**src/hw/bridge_pkg.sv**
```systemverilog
// Shared constants for the backplane to peripheral bus DMA bridge
package bridge_pkg;
	// Backplane word: bit n of the printed numbering sits at index 35-n
	localparam int WORD_W = 36;
	localparam int HALF_W = 18;
	localparam int BIT_IO = 35;
	localparam int BIT_RD = 34;
	localparam int BIT_WR = 33;
	localparam int BIT_DEVRD = 31;
	localparam int DEV_HI = 21;
	localparam int DEV_LO = 18;
	localparam int PADDR_HI = 17;
	localparam int PHYS_HI = 21;
	localparam int PILVL_HI = 20;
	localparam int PILVL_LO = 18;
	localparam int VEC_W = 16;
	localparam int HI_LO = 18;
	localparam int LO_HI = 17;
	// Identify lines: adapter k pulls index IDENT_TOP - k
	localparam logic [5:0] IDENT_TOP = 6'h11;
	localparam logic [3:0] ADAPTER_MIN = 4'h1;
	localparam logic [3:0] ADAPTER_MAX = 4'h5;
	localparam logic [3:0] ADAPTER_RST = 4'h1;
	// Peripheral address split for the pager
	localparam int PG_IDX_HI = 17;
	localparam int PG_IDX_LO = 11;
	localparam int PG_OFF_HI = 10;
	localparam int PG_OFF_LO = 2;
	localparam int ADDR_HALF = 1;
	localparam int PG_IDX_W = 7;
	localparam int PG_ENTRIES = 128;
	localparam int PG_FRAME_W = 13;
	localparam int PG_ENT_W = 15;
	localparam int ENT_VALID = 14;
	localparam int ENT_FAST = 13;
	// APB map
	localparam logic [11:0] OFF_CTRL = 12'h200;
	localparam logic [11:0] OFF_STATUS = 12'h204;
	localparam int PG_WIN_HI = 11;
	localparam int PG_WIN_LO = 9;
	localparam int APB_IDX_HI = 8;
	localparam int APB_IDX_LO = 2;
	localparam int CTRL_ADP_HI = 3;
	localparam int ST_BUSY = 0;
	localparam int ST_FAULT = 1;
	localparam int ST_DMA = 2;
	localparam int ST_PI_LO = 3;
	localparam int ST_PI_HI = 5;
	// Bridge sequencer states
	typedef enum logic [3:0] {S_IDLE, S_ID_DRIVE, S_IOW_DATA, S_PB_SETUP, S_PB_SYNC,
		S_PB_END, S_NPG, S_DMA_MSYNC, S_DMA_END, S_VEC_WAIT, S_VEC_END, S_BP_REQ,
		S_BP_CA, S_BP_MEMWAIT, S_BP_DATA} state_t;
	// Pending backplane operation
	typedef enum logic [2:0] {OP_NONE, OP_FULL, OP_LOW, OP_PAUSE, OP_VEC} op_t;
endpackage

```
**src/hw/peripheral_bus_dma_bridge.sv**
```systemverilog
// Bridge between the 36-bit backplane and the 18-bit asynchronous peripheral bus
`timescale 1ns/100ps
module peripheral_bus_dma_bridge
	import bridge_pkg::*;
(
	// Clock and reset
	input logic clk,
	input logic rst,
	// APB register slave
	input logic psel,
	input logic penable,
	input logic pwrite,
	input logic [11:0] paddr,
	input logic [31:0] pwdata,
	output logic [31:0] prdata,
	output logic pready,
	output logic pslverr,
	// Backplane arbitration and interrupt
	output logic bpReq,
	input logic bpGrant,
	output logic [2:0] bpPiReq,
	// Backplane strobes
	input logic bpCaIn,
	output logic bpCaOut,
	output logic bpCaOe,
	input logic bpDcIn,
	output logic bpDcOut,
	output logic bpDcOe,
	// Backplane data and parity
	input logic [WORD_W-1:0] bpDataIn,
	output logic [WORD_W-1:0] bpDataOut,
	output logic [WORD_W-1:0] bpDataOe,
	output logic [1:0] bpParOut,
	// Peripheral address, data and control lines
	input logic [HALF_W-1:0] periAddrIn,
	output logic [HALF_W-1:0] periAddrOut,
	output logic periAddrOe,
	input logic [HALF_W-1:0] periDataIn,
	output logic [HALF_W-1:0] periDataOut,
	output logic periDataOe,
	output logic periC1Out,
	output logic periC0Out,
	output logic periCOe,
	// Peripheral handshake lines
	input logic periMsyncIn,
	output logic periMsyncOut,
	output logic periMsyncOe,
	input logic periSsyncIn,
	output logic periSsyncOut,
	output logic periSsyncOe,
	output logic periBbsyNOut,
	output logic periBbsyNOe,
	// Peripheral DMA and interrupt arbitration
	input logic periNprIn,
	output logic periNpgOut,
	input logic periSackIn,
	input logic [7:1] periBrIn,
	output logic periBgOut,
	input logic periIntrIn
);
	// Odd parity over each half of a word
	function automatic logic [1:0] par2(input logic [WORD_W-1:0] x);
		return {~^x[WORD_W-1:HI_LO], ~^x[LO_HI:0]};
	endfunction

	// Highest active peripheral request level, zero when none
	function automatic logic [2:0] prio(input logic [7:1] br);
		logic [2:0] lvl;
		lvl = 3'h0;
		for (int i = 1; i < 8; i++) begin
			if (br[i]) begin
				lvl = 3'(i);
			end
		end
		return lvl;
	endfunction

	state_t state_r;
	op_t op_r;
	logic [3:0] adapter_r; // Own adapter number
	logic fault_r; // Sticky pager miss
	logic [HALF_W-1:0] hold_r; // Fast-mode first half
	logic [WORD_W-1:0] asm_r; // Word assembly buffer
	logic [PHYS_HI:0] phys_r; // Paged backplane address
	logic [VEC_W-1:0] vec_r; // Captured interrupt vector
	logic [PG_ENT_W-1:0] lkEntry;
	logic [PG_ENT_W-1:0] rdEntry;
	logic [5:0] idPos;
	logic caFree, ioHit, idHit, pageFault;
	logic apbSetup, apbWrite, pgHit;

	// Command/address decode of cycles other masters drive
	assign caFree = bpCaIn && !bpCaOe;
	assign ioHit = caFree && bpDataIn[BIT_IO] && bpDataIn[DEV_HI:DEV_LO] == adapter_r;
	assign idHit = caFree && bpDataIn[BIT_IO] && bpDataIn[BIT_DEVRD] && bpPiReq != 3'h0
		&& bpDataIn[PILVL_HI:PILVL_LO] == bpPiReq
		&& adapter_r >= ADAPTER_MIN && adapter_r <= ADAPTER_MAX;
	assign idPos = IDENT_TOP - {2'h0, adapter_r};
	assign pageFault = state_r == S_DMA_MSYNC && periMsyncIn && !lkEntry[ENT_VALID];

	// APB phases; pready is always high so each access takes one cycle
	assign apbSetup = psel && !penable;
	assign apbWrite = psel && penable && pready && pwrite;
	assign pgHit = paddr[PG_WIN_HI:PG_WIN_LO] == 3'h0;

	// Pager, read by software and by the DMA path
	dma_pager u_pager (
		.clk(clk),
		.rst(rst),
		.wrEn(apbWrite && pgHit),
		.wrIdx(paddr[APB_IDX_HI:APB_IDX_LO]),
		.wrEntry(pwdata[PG_ENT_W-1:0]),
		.rdIdx(paddr[APB_IDX_HI:APB_IDX_LO]),
		.rdEntry(rdEntry),
		.lkIdx(periAddrIn[PG_IDX_HI:PG_IDX_LO]),
		.lkEntry(lkEntry)
	);

	// APB slave: read data latched in setup so it is stable in access
	always_ff @(posedge clk) begin
		if (rst) begin
			pready <= 1'b0;
			pslverr <= 1'b0;
			prdata <= 32'h0000_0000;
			adapter_r <= ADAPTER_RST;
		end else begin
			pready <= 1'b1;
			if (apbSetup) begin
				pslverr <= !(pgHit || paddr == OFF_CTRL || paddr == OFF_STATUS);
				prdata <= 32'h0000_0000;
				if (pgHit) begin
					prdata[PG_ENT_W-1:0] <= rdEntry;
				end else if (paddr == OFF_CTRL) begin
					prdata[CTRL_ADP_HI:0] <= adapter_r;
				end else if (paddr == OFF_STATUS) begin
					prdata[ST_BUSY] <= state_r != S_IDLE;
					prdata[ST_FAULT] <= fault_r;
					prdata[ST_DMA] <= state_r == S_DMA_MSYNC || state_r == S_DMA_END;
					prdata[ST_PI_HI:ST_PI_LO] <= bpPiReq;
				end
			end
			// Adapter number steers the I/O decode
			if (apbWrite && paddr == OFF_CTRL) begin
				adapter_r <= pwdata[CTRL_ADP_HI:0];
			end
		end
	end

	// Pager miss flag: a new miss wins over a write-one-to-clear
	always_ff @(posedge clk) begin
		if (rst) begin
			fault_r <= 1'b0;
		end else if (pageFault) begin
			fault_r <= 1'b1;
		end else if (apbWrite && paddr == OFF_STATUS && pwdata[ST_FAULT]) begin
			fault_r <= 1'b0;
		end
	end

	// Interrupt encoder: any level 1 to 7 becomes a backplane request
	always_ff @(posedge clk) begin
		if (rst) begin
			bpPiReq <= 3'h0;
		end else begin
			bpPiReq <= prio(periBrIn);
		end
	end

	// Main sequencer; drives every bus pin except bpPiReq from flip-flops
	always_ff @(posedge clk) begin
		if (rst) begin
			state_r <= S_IDLE;
			op_r <= OP_NONE;
			hold_r <= '0;
			asm_r <= '0;
			phys_r <= '0;
			vec_r <= '0;
			bpReq <= 1'b0;
			bpCaOut <= 1'b0;
			bpCaOe <= 1'b0;
			bpDcOut <= 1'b0;
			bpDcOe <= 1'b0;
			bpDataOut <= '0;
			bpDataOe <= '0;
			bpParOut <= 2'h0;
			periAddrOut <= '0;
			periAddrOe <= 1'b0;
			periDataOut <= '0;
			periDataOe <= 1'b0;
			periC1Out <= 1'b0;
			periC0Out <= 1'b0;
			periCOe <= 1'b0;
			periMsyncOut <= 1'b0;
			periMsyncOe <= 1'b0;
			periSsyncOut <= 1'b0;
			periSsyncOe <= 1'b0;
			periBbsyNOut <= 1'b0;
			periBbsyNOe <= 1'b0;
			periNpgOut <= 1'b0;
			periBgOut <= 1'b0;
		end else begin
			case (state_r)
				S_IDLE: begin
					// Backplane cycles first; DMA starts unless an identify or I/O cycle hits this adapter
					if (idHit) begin
						bpDataOut <= '0;
						bpDataOe <= '0;
						bpDataOut[idPos] <= 1'b1;
						bpDataOe[idPos] <= 1'b1;
						state_r <= S_ID_DRIVE;
					end else if (ioHit && bpDataIn[BIT_WR]) begin
						periAddrOut <= bpDataIn[PADDR_HI:0];
						periC1Out <= bpDataIn[BIT_WR];
						periC0Out <= 1'b0;
						state_r <= S_IOW_DATA;
					end else if (ioHit && bpDataIn[BIT_RD]) begin
						periBgOut <= 1'b1;
						state_r <= S_VEC_WAIT;
					end else if (periNprIn) begin
						periNpgOut <= 1'b1;
						state_r <= S_NPG;
					end
				end
				S_ID_DRIVE: begin
					// Identify line is pulled for one cycle only
					bpDataOut <= '0;
					bpDataOe <= '0;
					state_r <= S_IDLE;
				end
				S_IOW_DATA: begin
					if (bpDcIn) begin
						periDataOut <= bpDataIn[PADDR_HI:0];
						periDataOe <= 1'b1;
						periAddrOe <= 1'b1;
						periCOe <= 1'b1;
						periMsyncOe <= 1'b1;
						periBbsyNOe <= 1'b1;
						state_r <= S_PB_SETUP;
					end
				end
				S_PB_SETUP: begin
					// One cycle of deskew before the strobe
					periMsyncOut <= 1'b1;
					state_r <= S_PB_SYNC;
				end
				S_PB_SYNC: begin
					if (periSsyncIn) begin
						periMsyncOut <= 1'b0;
						state_r <= S_PB_END;
					end
				end
				S_PB_END: begin
					// Release only after the slave has dropped its reply
					if (!periSsyncIn) begin
						periAddrOe <= 1'b0;
						periDataOe <= 1'b0;
						periCOe <= 1'b0;
						periMsyncOe <= 1'b0;
						periBbsyNOe <= 1'b0;
						state_r <= S_IDLE;
					end
				end
				S_NPG: begin
					if (periSackIn) begin
						periNpgOut <= 1'b0;
						state_r <= S_DMA_MSYNC;
					end
				end
				S_DMA_MSYNC: begin
					if (periMsyncIn) begin
						phys_r <= {lkEntry[PG_FRAME_W-1:0],
							periAddrIn[PG_OFF_HI:PG_OFF_LO]};
						periSsyncOut <= 1'b1;
						periSsyncOe <= 1'b1;
						op_r <= OP_NONE;
						if (!lkEntry[ENT_VALID]) begin
							// Invalid page: accept and drop the half
							op_r <= OP_NONE;
						end else if (lkEntry[ENT_FAST] && !periAddrIn[ADDR_HALF]) begin
							hold_r <= periDataIn;
						end else if (lkEntry[ENT_FAST]) begin
							asm_r <= {hold_r, periDataIn};
							op_r <= OP_FULL;
						end else if (!periAddrIn[ADDR_HALF]) begin
							asm_r[WORD_W-1:HI_LO] <= periDataIn;
							op_r <= OP_LOW;
						end else begin
							asm_r[LO_HI:0] <= periDataIn;
							op_r <= OP_PAUSE;
						end
						state_r <= S_DMA_END;
					end else if (!periSackIn) begin
						state_r <= S_IDLE;
					end
				end
				S_DMA_END: begin
					// The peripheral waits on us while the backplane is busy
					if (!periMsyncIn) begin
						periSsyncOut <= 1'b0;
						periSsyncOe <= 1'b0;
						if (op_r == OP_NONE) begin
							state_r <= periSackIn ? S_DMA_MSYNC : S_IDLE;
						end else begin
							bpReq <= 1'b1;
							state_r <= S_BP_REQ;
						end
					end
				end
				S_VEC_WAIT: begin
					if (periIntrIn) begin
						vec_r <= periDataIn[VEC_W-1:0];
						periBgOut <= 1'b0;
						periSsyncOut <= 1'b1;
						periSsyncOe <= 1'b1;
						state_r <= S_VEC_END;
					end
				end
				S_VEC_END: begin
					if (!periIntrIn) begin
						periSsyncOut <= 1'b0;
						periSsyncOe <= 1'b0;
						op_r <= OP_VEC;
						bpReq <= 1'b1;
						state_r <= S_BP_REQ;
					end
				end
				S_BP_REQ: begin
					// No strobe or data line is driven on the backplane before the grant
					if (bpGrant) begin
						bpDataOe <= '1;
						if (op_r == OP_VEC) begin
							bpDataOut <= {20'h0_0000, vec_r};
							bpParOut <= par2({20'h0_0000, vec_r});
							bpDcOut <= 1'b1;
							bpDcOe <= 1'b1;
							state_r <= S_BP_DATA;
						end else begin
							bpDataOut <= '0;
							bpDataOut[PHYS_HI:0] <= phys_r;
							bpDataOut[BIT_WR] <= 1'b1;
							bpDataOut[BIT_RD] <= op_r == OP_PAUSE;
							// Parity covers the read and write bits as driven
							bpParOut <= par2({1'b0, op_r == OP_PAUSE, 1'b1, 11'h000, phys_r});
							bpCaOut <= 1'b1;
							bpCaOe <= 1'b1;
							state_r <= S_BP_CA;
						end
					end
				end
				S_BP_CA: begin
					bpCaOut <= 1'b0;
					bpCaOe <= 1'b0;
					if (op_r == OP_PAUSE) begin
						bpDataOe <= '0;
						state_r <= S_BP_MEMWAIT;
					end else begin
						bpDataOut <= asm_r;
						bpParOut <= par2(asm_r);
						bpDcOut <= 1'b1;
						bpDcOe <= 1'b1;
						state_r <= S_BP_DATA;
					end
				end
				S_BP_MEMWAIT: begin
					// Memory's own data cycle comes first, then ours
					if (bpDcIn) begin
						bpDataOut <= {bpDataIn[WORD_W-1:HI_LO], asm_r[LO_HI:0]};
						bpParOut <= par2({bpDataIn[WORD_W-1:HI_LO], asm_r[LO_HI:0]});
						bpDataOe <= '1;
						bpDcOut <= 1'b1;
						bpDcOe <= 1'b1;
						state_r <= S_BP_DATA;
					end
				end
				S_BP_DATA: begin
					bpDcOut <= 1'b0;
					bpDcOe <= 1'b0;
					bpDataOe <= '0;
					bpReq <= 1'b0;
					state_r <= (op_r != OP_VEC && periSackIn) ? S_DMA_MSYNC : S_IDLE;
				end
				default: begin
					state_r <= S_IDLE;
				end
			endcase
		end
	end

	// Checks on the sequencer
	property p_grant;
		@(posedge clk) disable iff (rst) $rose(bpCaOut) || $rose(bpDcOut) |-> bpReq && $past(bpGrant);
	endproperty
	a_grant: assert property (p_grant) else $error("backplane strobe without grant");

	property p_ioaddr;
		@(posedge clk) disable iff (rst)
		state_r == S_IDLE && !idHit && ioHit && bpDataIn[BIT_WR]
		|=> periAddrOut == $past(bpDataIn[PADDR_HI:0]) && periC1Out;
	endproperty
	a_ioaddr: assert property (p_ioaddr) else $error("I/O address or C1 not routed");

	property p_msync;
		@(posedge clk) disable iff (rst)
		$rose(periMsyncOut) |-> $past(periAddrOe) && $past(periDataOe) && periBbsyNOe;
	endproperty
	a_msync: assert property (p_msync) else $error("MSYNC before lines and BBSY");

	property p_npg;
		@(posedge clk) disable iff (rst)
		state_r == S_IDLE && !caFree && periNprIn |=> periNpgOut;
	endproperty
	a_npg: assert property (p_npg) else $error("DMA request not granted");

	property p_hold;
		@(posedge clk) disable iff (rst)
		state_r == S_DMA_MSYNC && periMsyncIn && lkEntry[ENT_VALID] && lkEntry[ENT_FAST]
		&& !periAddrIn[ADDR_HALF] |=> hold_r == $past(periDataIn) && op_r == OP_NONE ##1 !bpReq;
	endproperty
	a_hold: assert property (p_hold) else $error("fast first half mishandled");

	property p_join;
		@(posedge clk) disable iff (rst)
		state_r == S_DMA_MSYNC && periMsyncIn && lkEntry[ENT_VALID] && lkEntry[ENT_FAST]
		&& periAddrIn[ADDR_HALF] |=> asm_r == {$past(hold_r), $past(periDataIn)};
	endproperty
	a_join: assert property (p_join) else $error("fast word not assembled");

	property p_cmd;
		@(posedge clk) disable iff (rst)
		bpCaOut |-> !bpDataOut[BIT_IO] && bpDataOut[BIT_WR] && bpDataOut[PHYS_HI:0] == phys_r;
	endproperty
	a_cmd: assert property (p_cmd) else $error("memory command word wrong");

	property p_par;
		@(posedge clk) disable iff (rst) bpDcOut |-> bpParOut == par2(bpDataOut);
	endproperty
	a_par: assert property (p_par) else $error("data cycle parity wrong");

	property p_pause;
		@(posedge clk) disable iff (rst)
		state_r == S_BP_MEMWAIT && bpDcIn
		|=> bpDcOut && bpDataOut[LO_HI:0] == asm_r[LO_HI:0] ##1 !bpDcOut;
	endproperty
	a_pause: assert property (p_pause) else $error("second data cycle missing");

	property p_pi;
		@(posedge clk) disable iff (rst) |periBrIn |=> bpPiReq != 3'h0;
	endproperty
	a_pi: assert property (p_pi) else $error("request level not encoded");

	property p_ident;
		@(posedge clk) disable iff (rst)
		state_r == S_IDLE && idHit |=> $onehot(bpDataOe) && bpDataOe[idPos] ##1 bpDataOe == '0;
	endproperty
	a_ident: assert property (p_ident) else $error("identify line wrong");

	property p_vector;
		@(posedge clk) disable iff (rst)
		bpDcOut && op_r == OP_VEC |-> bpDataOut[VEC_W-1:0] == vec_r && !bpCaOut;
	endproperty
	a_vector: assert property (p_vector) else $error("vector not delivered");

	property p_foreign;
		@(posedge clk) disable iff (rst)
		state_r == S_IDLE && caFree && bpDataIn[DEV_HI:DEV_LO] != adapter_r && !idHit
		&& !periNprIn |=> state_r == S_IDLE;
	endproperty
	a_foreign: assert property (p_foreign) else $error("foreign I/O cycle accepted");

	c_fast: cover property (@(posedge clk) disable iff (rst) bpCaOut && op_r == OP_FULL);
	c_pause: cover property (@(posedge clk) disable iff (rst) state_r == S_BP_MEMWAIT && bpDcIn);
	c_vec: cover property (@(posedge clk) disable iff (rst) bpDcOut && op_r == OP_VEC);
	c_iow: cover property (@(posedge clk) disable iff (rst) $rose(periMsyncOut));
endmodule

```
**src/hw/dma_pager.sv**
```systemverilog
// Pager table: peripheral page index to backplane frame, with valid and 36-bit enable
`timescale 1ns/100ps
module dma_pager
	import bridge_pkg::*;
(
	// Clock and reset
	input logic clk,
	input logic rst,
	// Software write port
	input logic wrEn,
	input logic [PG_IDX_W-1:0] wrIdx,
	input logic [PG_ENT_W-1:0] wrEntry,
	// Software read port
	input logic [PG_IDX_W-1:0] rdIdx,
	output logic [PG_ENT_W-1:0] rdEntry,
	// Translation lookup
	input logic [PG_IDX_W-1:0] lkIdx,
	output logic [PG_ENT_W-1:0] lkEntry
);
	// One entry per page; cleared so no stale page is valid after reset
	logic [PG_ENT_W-1:0] table_r [PG_ENTRIES];

	// Table update
	always_ff @(posedge clk) begin
		if (rst) begin
			for (int i = 0; i < PG_ENTRIES; i++) begin
				table_r[i] <= '0;
			end
		end else if (wrEn) begin
			table_r[wrIdx] <= wrEntry;
		end
	end

	// Lookup is combinational so the sequencer sees it in the strobe cycle
	assign rdEntry = table_r[rdIdx];
	assign lkEntry = table_r[lkIdx];
endmodule

```
**config.mk**
```make
export PLATFORM = sky130hd
export DESIGN_NAME = peripheral_bus_dma_bridge
export DESIGN_NICKNAME = d
export VERILOG_FILES = /design/src/hw/bridge_pkg.sv /design/src/hw/peripheral_bus_dma_bridge.sv /design/src/hw/dma_pager.sv
export SDC_FILE = /design/constraint.sdc
export NUM_CORES = 2
export LEC_CHECK = 0
export ABC_CLOCK_PERIOD_IN_PS = 11700
export BUFFER_PORTS_ARGS = -buffer_cell sky130_fd_sc_hd__buf_2
export CAP_MARGIN = 20
export CORE_MARGIN = 3
export CORE_UTILIZATION = 58
export DETAILED_ROUTE_END_ITERATION = 6
export PLACE_DENSITY_LB_ADDON = 0.3
export SLEW_MARGIN = 40
export SYNTH_ARGS = -nofsm -noshare
export SYNTH_HDL_FRONTEND = slang
export SYNTH_HIERARCHICAL = 1
export SYNTH_SLANG_ARGS = --single-unit
```
**constraint.sdc**
```tcl
create_clock -name clk -period 11.7 [get_ports clk]
set_input_delay 2.925 -clock clk [delete_from_list [all_inputs] [get_ports clk]]
set_output_delay 2.925 -clock clk [all_outputs]
set_load 0.05 [all_outputs]
```
Yosys cells after proc, flatten, opt, wreduce, memory -nomap -nowiden
Memory sizes are Yosys's and may differ from the RTL's.
Index checks and enable logic that the tools add are counted.
- reductions and logical operators: 78
- muxes and demuxes: 103
- eq/ne operators: 45
- $add $sub $neg: 1
- order comparisons: 4
- bitwise logic cells: 2
- operators with widths (cell ; count):
    36-bit case mux with 5 select lines ; 2
    36-bit 2-to-1 mux ; 8
    18-bit XNOR reduction ; 6
    4-bit 2-to-1 mux ; 17
    4-bit case mux with 14 select lines ; 1
    2-bit inequality test, second input constant ; 21
    1-bit 2-to-1 mux ; 36
    18-bit 2-to-1 mux ; 2
    35-bit 2-to-1 mux ; 1
    5-bit AND reduction ; 7
    3-bit 2-to-1 mux ; 10
    4-bit == test, second input constant ; 7
    12-bit by 10-bit == test with 1-bit output, second input constant ; 2
    1-bit logical AND ; 23
    2-bit 2-to-1 mux ; 10
    4-bit by 3-bit == test with 1-bit output, second input constant ; 4
    2-bit nonzero test ; 8
    15-bit 2-to-1 mux ; 1
    15-bit OR reduction ; 1
    6-bit 2-to-1 mux ; 2
    3-bit AND reduction ; 4
    4-bit AND reduction ; 3
    4-bit nonzero test ; 3
    11-bit AND reduction ; 1
    other kinds (32) ; 53
- RAM bits: 1920
- flip-flop bits (word level): 243
- bits of input ports: 136
- output and inout bits: 165
- memories: 1
- logic and storage cells: 261
- memory list (memory ; words ; width ; rd ports ; clocked after memory_dff ; write ports ; line ; source):
    u_pager.table_r ; 128 ; 15 ; 2 ; 0 ; 128 ; dma_pager.sv:21 ; logic [PG_ENT_W-1:0] table_r [PG_ENTRIES];

Logic depth before layout (Yosys ltp)
- depth in word-level cells: 10
- gate-level depth with buffers: 16
- mapped depth without buffers: 9

Modules after synthesis
Netlist, hierarchy kept.
- modules (own cells, without submodules) (module ; instances ; sequential area each (um^2) ; area each (um^2) ; cells an instance):
    dma_pager ; 1 ; 57655.3 ; 102384.4 ; 6072
    peripheral_bus_dma_bridge ; 1 ; 4804.6 ; 11146.9 ; 1321

Worst setup path after synthesis
No wires, ideal clock.
- path kind: in2reg
- start point: input port periAddrIn[11]
- end point: register asm_r[26]
- setup time: 0.137 ns
- arrival time: 6.699 ns
- setup slack: 4.863 ns
- required time: 11.563 ns
- buffers on the path: 5
- cell stages on the path: 13
- cells stage by stage: clkbuf_1 > buf_2 > clkbuf_1 > mux4_2 > mux4_2 > mux4_2 > mux2_2 > clkbuf_1 > inv_1 > ha_1 > nor2_2 > clkbuf_1 > a211oi_1
- word-level cells in the longest chain between the ends: 4
- elaborated cells on any way between the ends: 6
- those cells by class: 1 x eq/ne; 1 x mux; 1 x bitwise; 2 x reduce/logical; 1 x memory
- ends and longest elaborated chain (item ; line ; source):
    start, declared ; peripheral_bus_dma_bridge.sv:35 ; input logic [HALF_W-1:0] periAddrIn,
    memory read 128 x 15 bit * ; -- ;
    net lkEntry[13] ; peripheral_bus_dma_bridge.sv:86 ; logic [PG_ENT_W-1:0] lkEntry;
    parallel branches: the longest is 3 deep, another holds 5-bit AND reduction ; -- ;
    end signal, assigned ; peripheral_bus_dma_bridge.sv:282 ; asm_r <= {hold_r, periDataIn};
    end signal, assigned by index ; peripheral_bus_dma_bridge.sv:285 ; asm_r[WORD_W-1:HI_LO] <= periDataIn;
    end signal, assigned by index ; peripheral_bus_dma_bridge.sv:288 ; asm_r[LO_HI:0] <= periDataIn;
    end, declared ; peripheral_bus_dma_bridge.sv:83 ; logic [WORD_W-1:0] asm_r;
Mark *: on every way through the listed nets, which the timed path passes.
A chain may end at the register's enable or synchronous reset.

Final worst setup path
- start point: input port periAddrIn[11]
- end point: register asm_r[7]
- elaborated cells on any way between the ends: 6
- those cells by class: 1 x mux; 1 x bitwise; 3 x reduce/logical; 1 x memory
- RTL lines (item ; line):
    memory read 128 x 15 bit ; --
    net lkEntry[14] ; peripheral_bus_dma_bridge.sv:86
    5-bit AND reduction (no source line) ; --
The timed path passes the listed nets, and every way through them passes these cells.

==> flow_summary.ini <==
[status]
status = finished, violations left
failed_checks = DRC

[cts]
numCtsBuffers = 217
cts_buffer_depth = 3
ctsHoldBuffers = 0
cts.repair.resized = 0
h-tree-depth = 4
cts_root_buffer = clkbuf_16
clk_pin_slew_ns = 0.06
cts_sinks = 2160
clock_latency_ns = 0.87
postCtsSetupBuffers = 0
cts_tree = yes

[logic_synthesis]
synth_top_area_share_pct = 50.8
synth_ff_type = edfxtp_1
synth_seq_cells = 2160
seq_area_frac_synth_pct = 55.0
synth_edf_count = 1920
synth_area_per_cell_sq_um = 15.4
synth.distinct_cells = 66
synthCells = 7393
synth_area_leader_cell = edfxtp_1
synth_area_sq_um = 114000
synth_warnings = 6
synth_area_leaders = edfxtp_1 51%, mux4_2 25%, and2_1 11%, dfxtp_1 4.2%, clkbuf_1 1.9%
synthArstFlopShare_pct = 0

[worst_setup_path]
crit_path_end_kind = register
worst_ep_required_time_ns = 12.48
worstPathArrival_ns = 8.03
cp_max_fo = 67
crit_path_top_delay_cell = mux4_2
max_stage_delay_ns = 0.67
start_kind = input port
path_buf_inv = 4
crit_chain = buf_8, buf_16, buf_12, buf_12, mux4_2, mux4_2, mux4_2, mux2_2, nand2_1, or3_1, nand2_1, a21oi_1
path_class = in -> reg
cpMostUsedCell = mux4_2
cp_top_family = multiplexers

[drt]
wirelength_um = 355000
drtAntennaViolNets = 0
avgViaCountPerCell = 7.05
drtIter0Drc = 11900
first_pass_iters = 7
wl_per_cell_um = 34.9
vias = 71600
drc = 1

[place]
dpl-instance-area_sq_um = 117000
numPortBuffers = 263
hpwl_um = 225000
gp_congestion = 0.994

[die]
fp.dieArea_sq_um = 201000
start_util_pct = 58.6
die_w_um = 448
io_pins = 301
die_h_um = 448
core-area_sq_um = 194000
num_rows = 161

[sta]
skew_ns = 0.0356
finalCriticalPeriod_ns = 7.24
tns_ns = 0
tightest_slew_ns = 0.957
final-setup-viol-count = 0
clock.fmax_mhz = 138
rsz0062_at_grt = no
finalCritPeriodShare_pct = 61.9
relSlewSlack_pct = 36.2
slew_viol_final = 0
timing_hold_violations_final = 0

[grt]
grt_pass1_vias = 68900
grt_use_total_pct = 35.4
grt-ovfl-total = 0
grt_pass1_wl_um = 504000
antenna_found_initial = 43
grt_max_degree = 184

[power]
vdd_ir_drop_max_mv = 0.165
switchingPower_mw = 4.82
power_mw = 18.1
p_per_area_nw_per_um2 = 146
p_comb_share_pct = 13.9
clockPowerShare_pct = 37.6
seqPwrFrac_pct = 48.5
p_sw_share_pct = 26.6
power.internal_mw = 13.3
p_leak_nw = 45.2

[layout]
fin_nets = 7489
design_area_sq_um = 124000
area_growth_pct = 9.37
layout-drive-gt1-share_pct = 29.9

[worst_hold_path]
holdCritPathClass = reg -> reg

[run]
cap_viol_max_count = 0
## cell usage after synthesis, drive strengths merged, types with 3 or more instances
cell type,n
a222oi,27
o311a,3
a221oi,7
nand3,29
o21ai,15
o21a,19
o21bai,3
nor2b,16
nand2,208
xnor3,4
edfxtp,1920
nor4,8
or2,128
buf,179
ha,3
inv,18
dfxtp,240
nor3b,6
or3b,5
mux2i,75
nor2,313
and2,1922
and3,5
a311oi,6
nand3b,6
a22oi,10
mux2,33
xnor2,76
mux4,1260
nor3,43
o22ai,5
clkbuf,587
nand4,4
a21oi,105
xor2,9
o22a,5
nand2b,10
or3,7
o31ai,3
a211oi,53
## power by group through the flow
stage / Combinational [mW] / Clock, mW / Sequential [mW]
final: 2.52 / 6.81 / 8.80
after global routing: 2.60 / 7.15 / 8.82
after CTS: 2.46 / 6.84 / 8.79
after detailed placement: 2.45 / 0 / 8.95
after global placement: 2.42 / 0 / 8.93
after floorplan: 1.40 / 0 / 9.18
## sequential cells by signal, summed over array words and instances, names as in the netlist, 2 cells and up
| name | flops |
|---|---|
| prdata | 15 |
| bpDataOe | 33 |
| hold_r | 18 |
| vec_r | 16 |
| phys_r | 22 |
| periDataOut | 18 |
| adapter_r | 4 |
| periAddrOut | 18 |
| state_r | 4 |
| asm_r | 36 |
| u_pager/table_r | 1920 |
| bpDataOut | 36 |
| bpParOut | 2 |
| op_r | 3 |
| bpPiReq | 3 |
## worst register-to-register path, cell delays in order, from the launching register on
cell and delay, ns:
dfxtp_1 0.33, nand4_1 0.66, nor4_1 0.52, buf_4 0.24, nor2b_1 0.47, nand3_1 0.80, buf_4 0.49, nor2_1 0.14
buf_4 0.33, or2_2 0.61
## cells in the final DEF (no fill, tap or decap), types with 105 or more instances in the layout
master,synthesis,layout
edfxtp_1,1920,1920
a21oi_1,105,105
buf_4,31,198
dfxtp_1,240,240
nor2_1,312,301
clkbuf_16,0,222
and2_1,1921,1921
buf_2,81,239
nand2_1,208,207
mux4_2,1260,1260
or2_2,128,128
## metrics by stage
step                hold slack, ns  std cells  util, %  setup slack (ns)
global route                 0.480      10100     64.1              4.17
floorplan                    0.454       7411        -              4.86
finish                       0.451      10200     64.1              4.46
detailed placement           0.445       9736     60.5              3.64
global placement             0.441       9735     60.5              3.50
CTS                          0.453      10100     64.0              4.56
## layer usage
layer | vias up | global-route usage [%] | part of all wire [%] | wire length (um)
li1 | 28200 | - | - | -
met1 | 36500 | 47.6 | 34 | 121000
met2 | 5972 | 52.5 | 45 | 160000
met3 | 942 | 11.5 | 15 | 53300
met4 | 38 | 17.5 | 5.8 | 20500
met5 | - | 0 | 0.097 | 343
## worst paths after layout
path	from	to	slack, ns	depth (start not counted)
worst max-delay path	periAddrIn[11]	asm_r[7]	4.46	12
worst min-delay path	periDataOut[9]	periDataOut[9]	0.45	2
worst max register to register	pready	u_pager/table_r[26][9]	6.73	9
worst min register to register	periDataOut[9]	periDataOut[9]	0.45	2
## area by class of cell
| cell class | count | area (sq um) |
|---|---|---|
| clock inverters | 128 | 1050 |
| fillers | 13300 | 69400 |
| inverters | 18 | 67.6 |
| flip-flops and latches | 2160 | 62500 |
| repair buffers | 486 | 3460 |
| clock buffers | 269 | 5770 |
| multi-input cells | 4467 | 48000 |
| diodes | 23 | 57.6 |
| well taps | 2608 | 3260 |
## cells by family (layout without fill, tap and decap cells)
logic type	after synthesis	count (layout)	synth area share [%]
AOI/OAI and AO/OA	272	272	1.63
xor gates and xnor gates	89	89	0.735
adders and majority gates	3	3	0.0331
buffers and inverters	784	901	2.80
DFF	2160	2160	55.0
muxes	1368	1368	26.0
other	1	42	0.00330
and+or+nand+nor	2716	2716	13.8
Power figures use the tool's default switching activity.
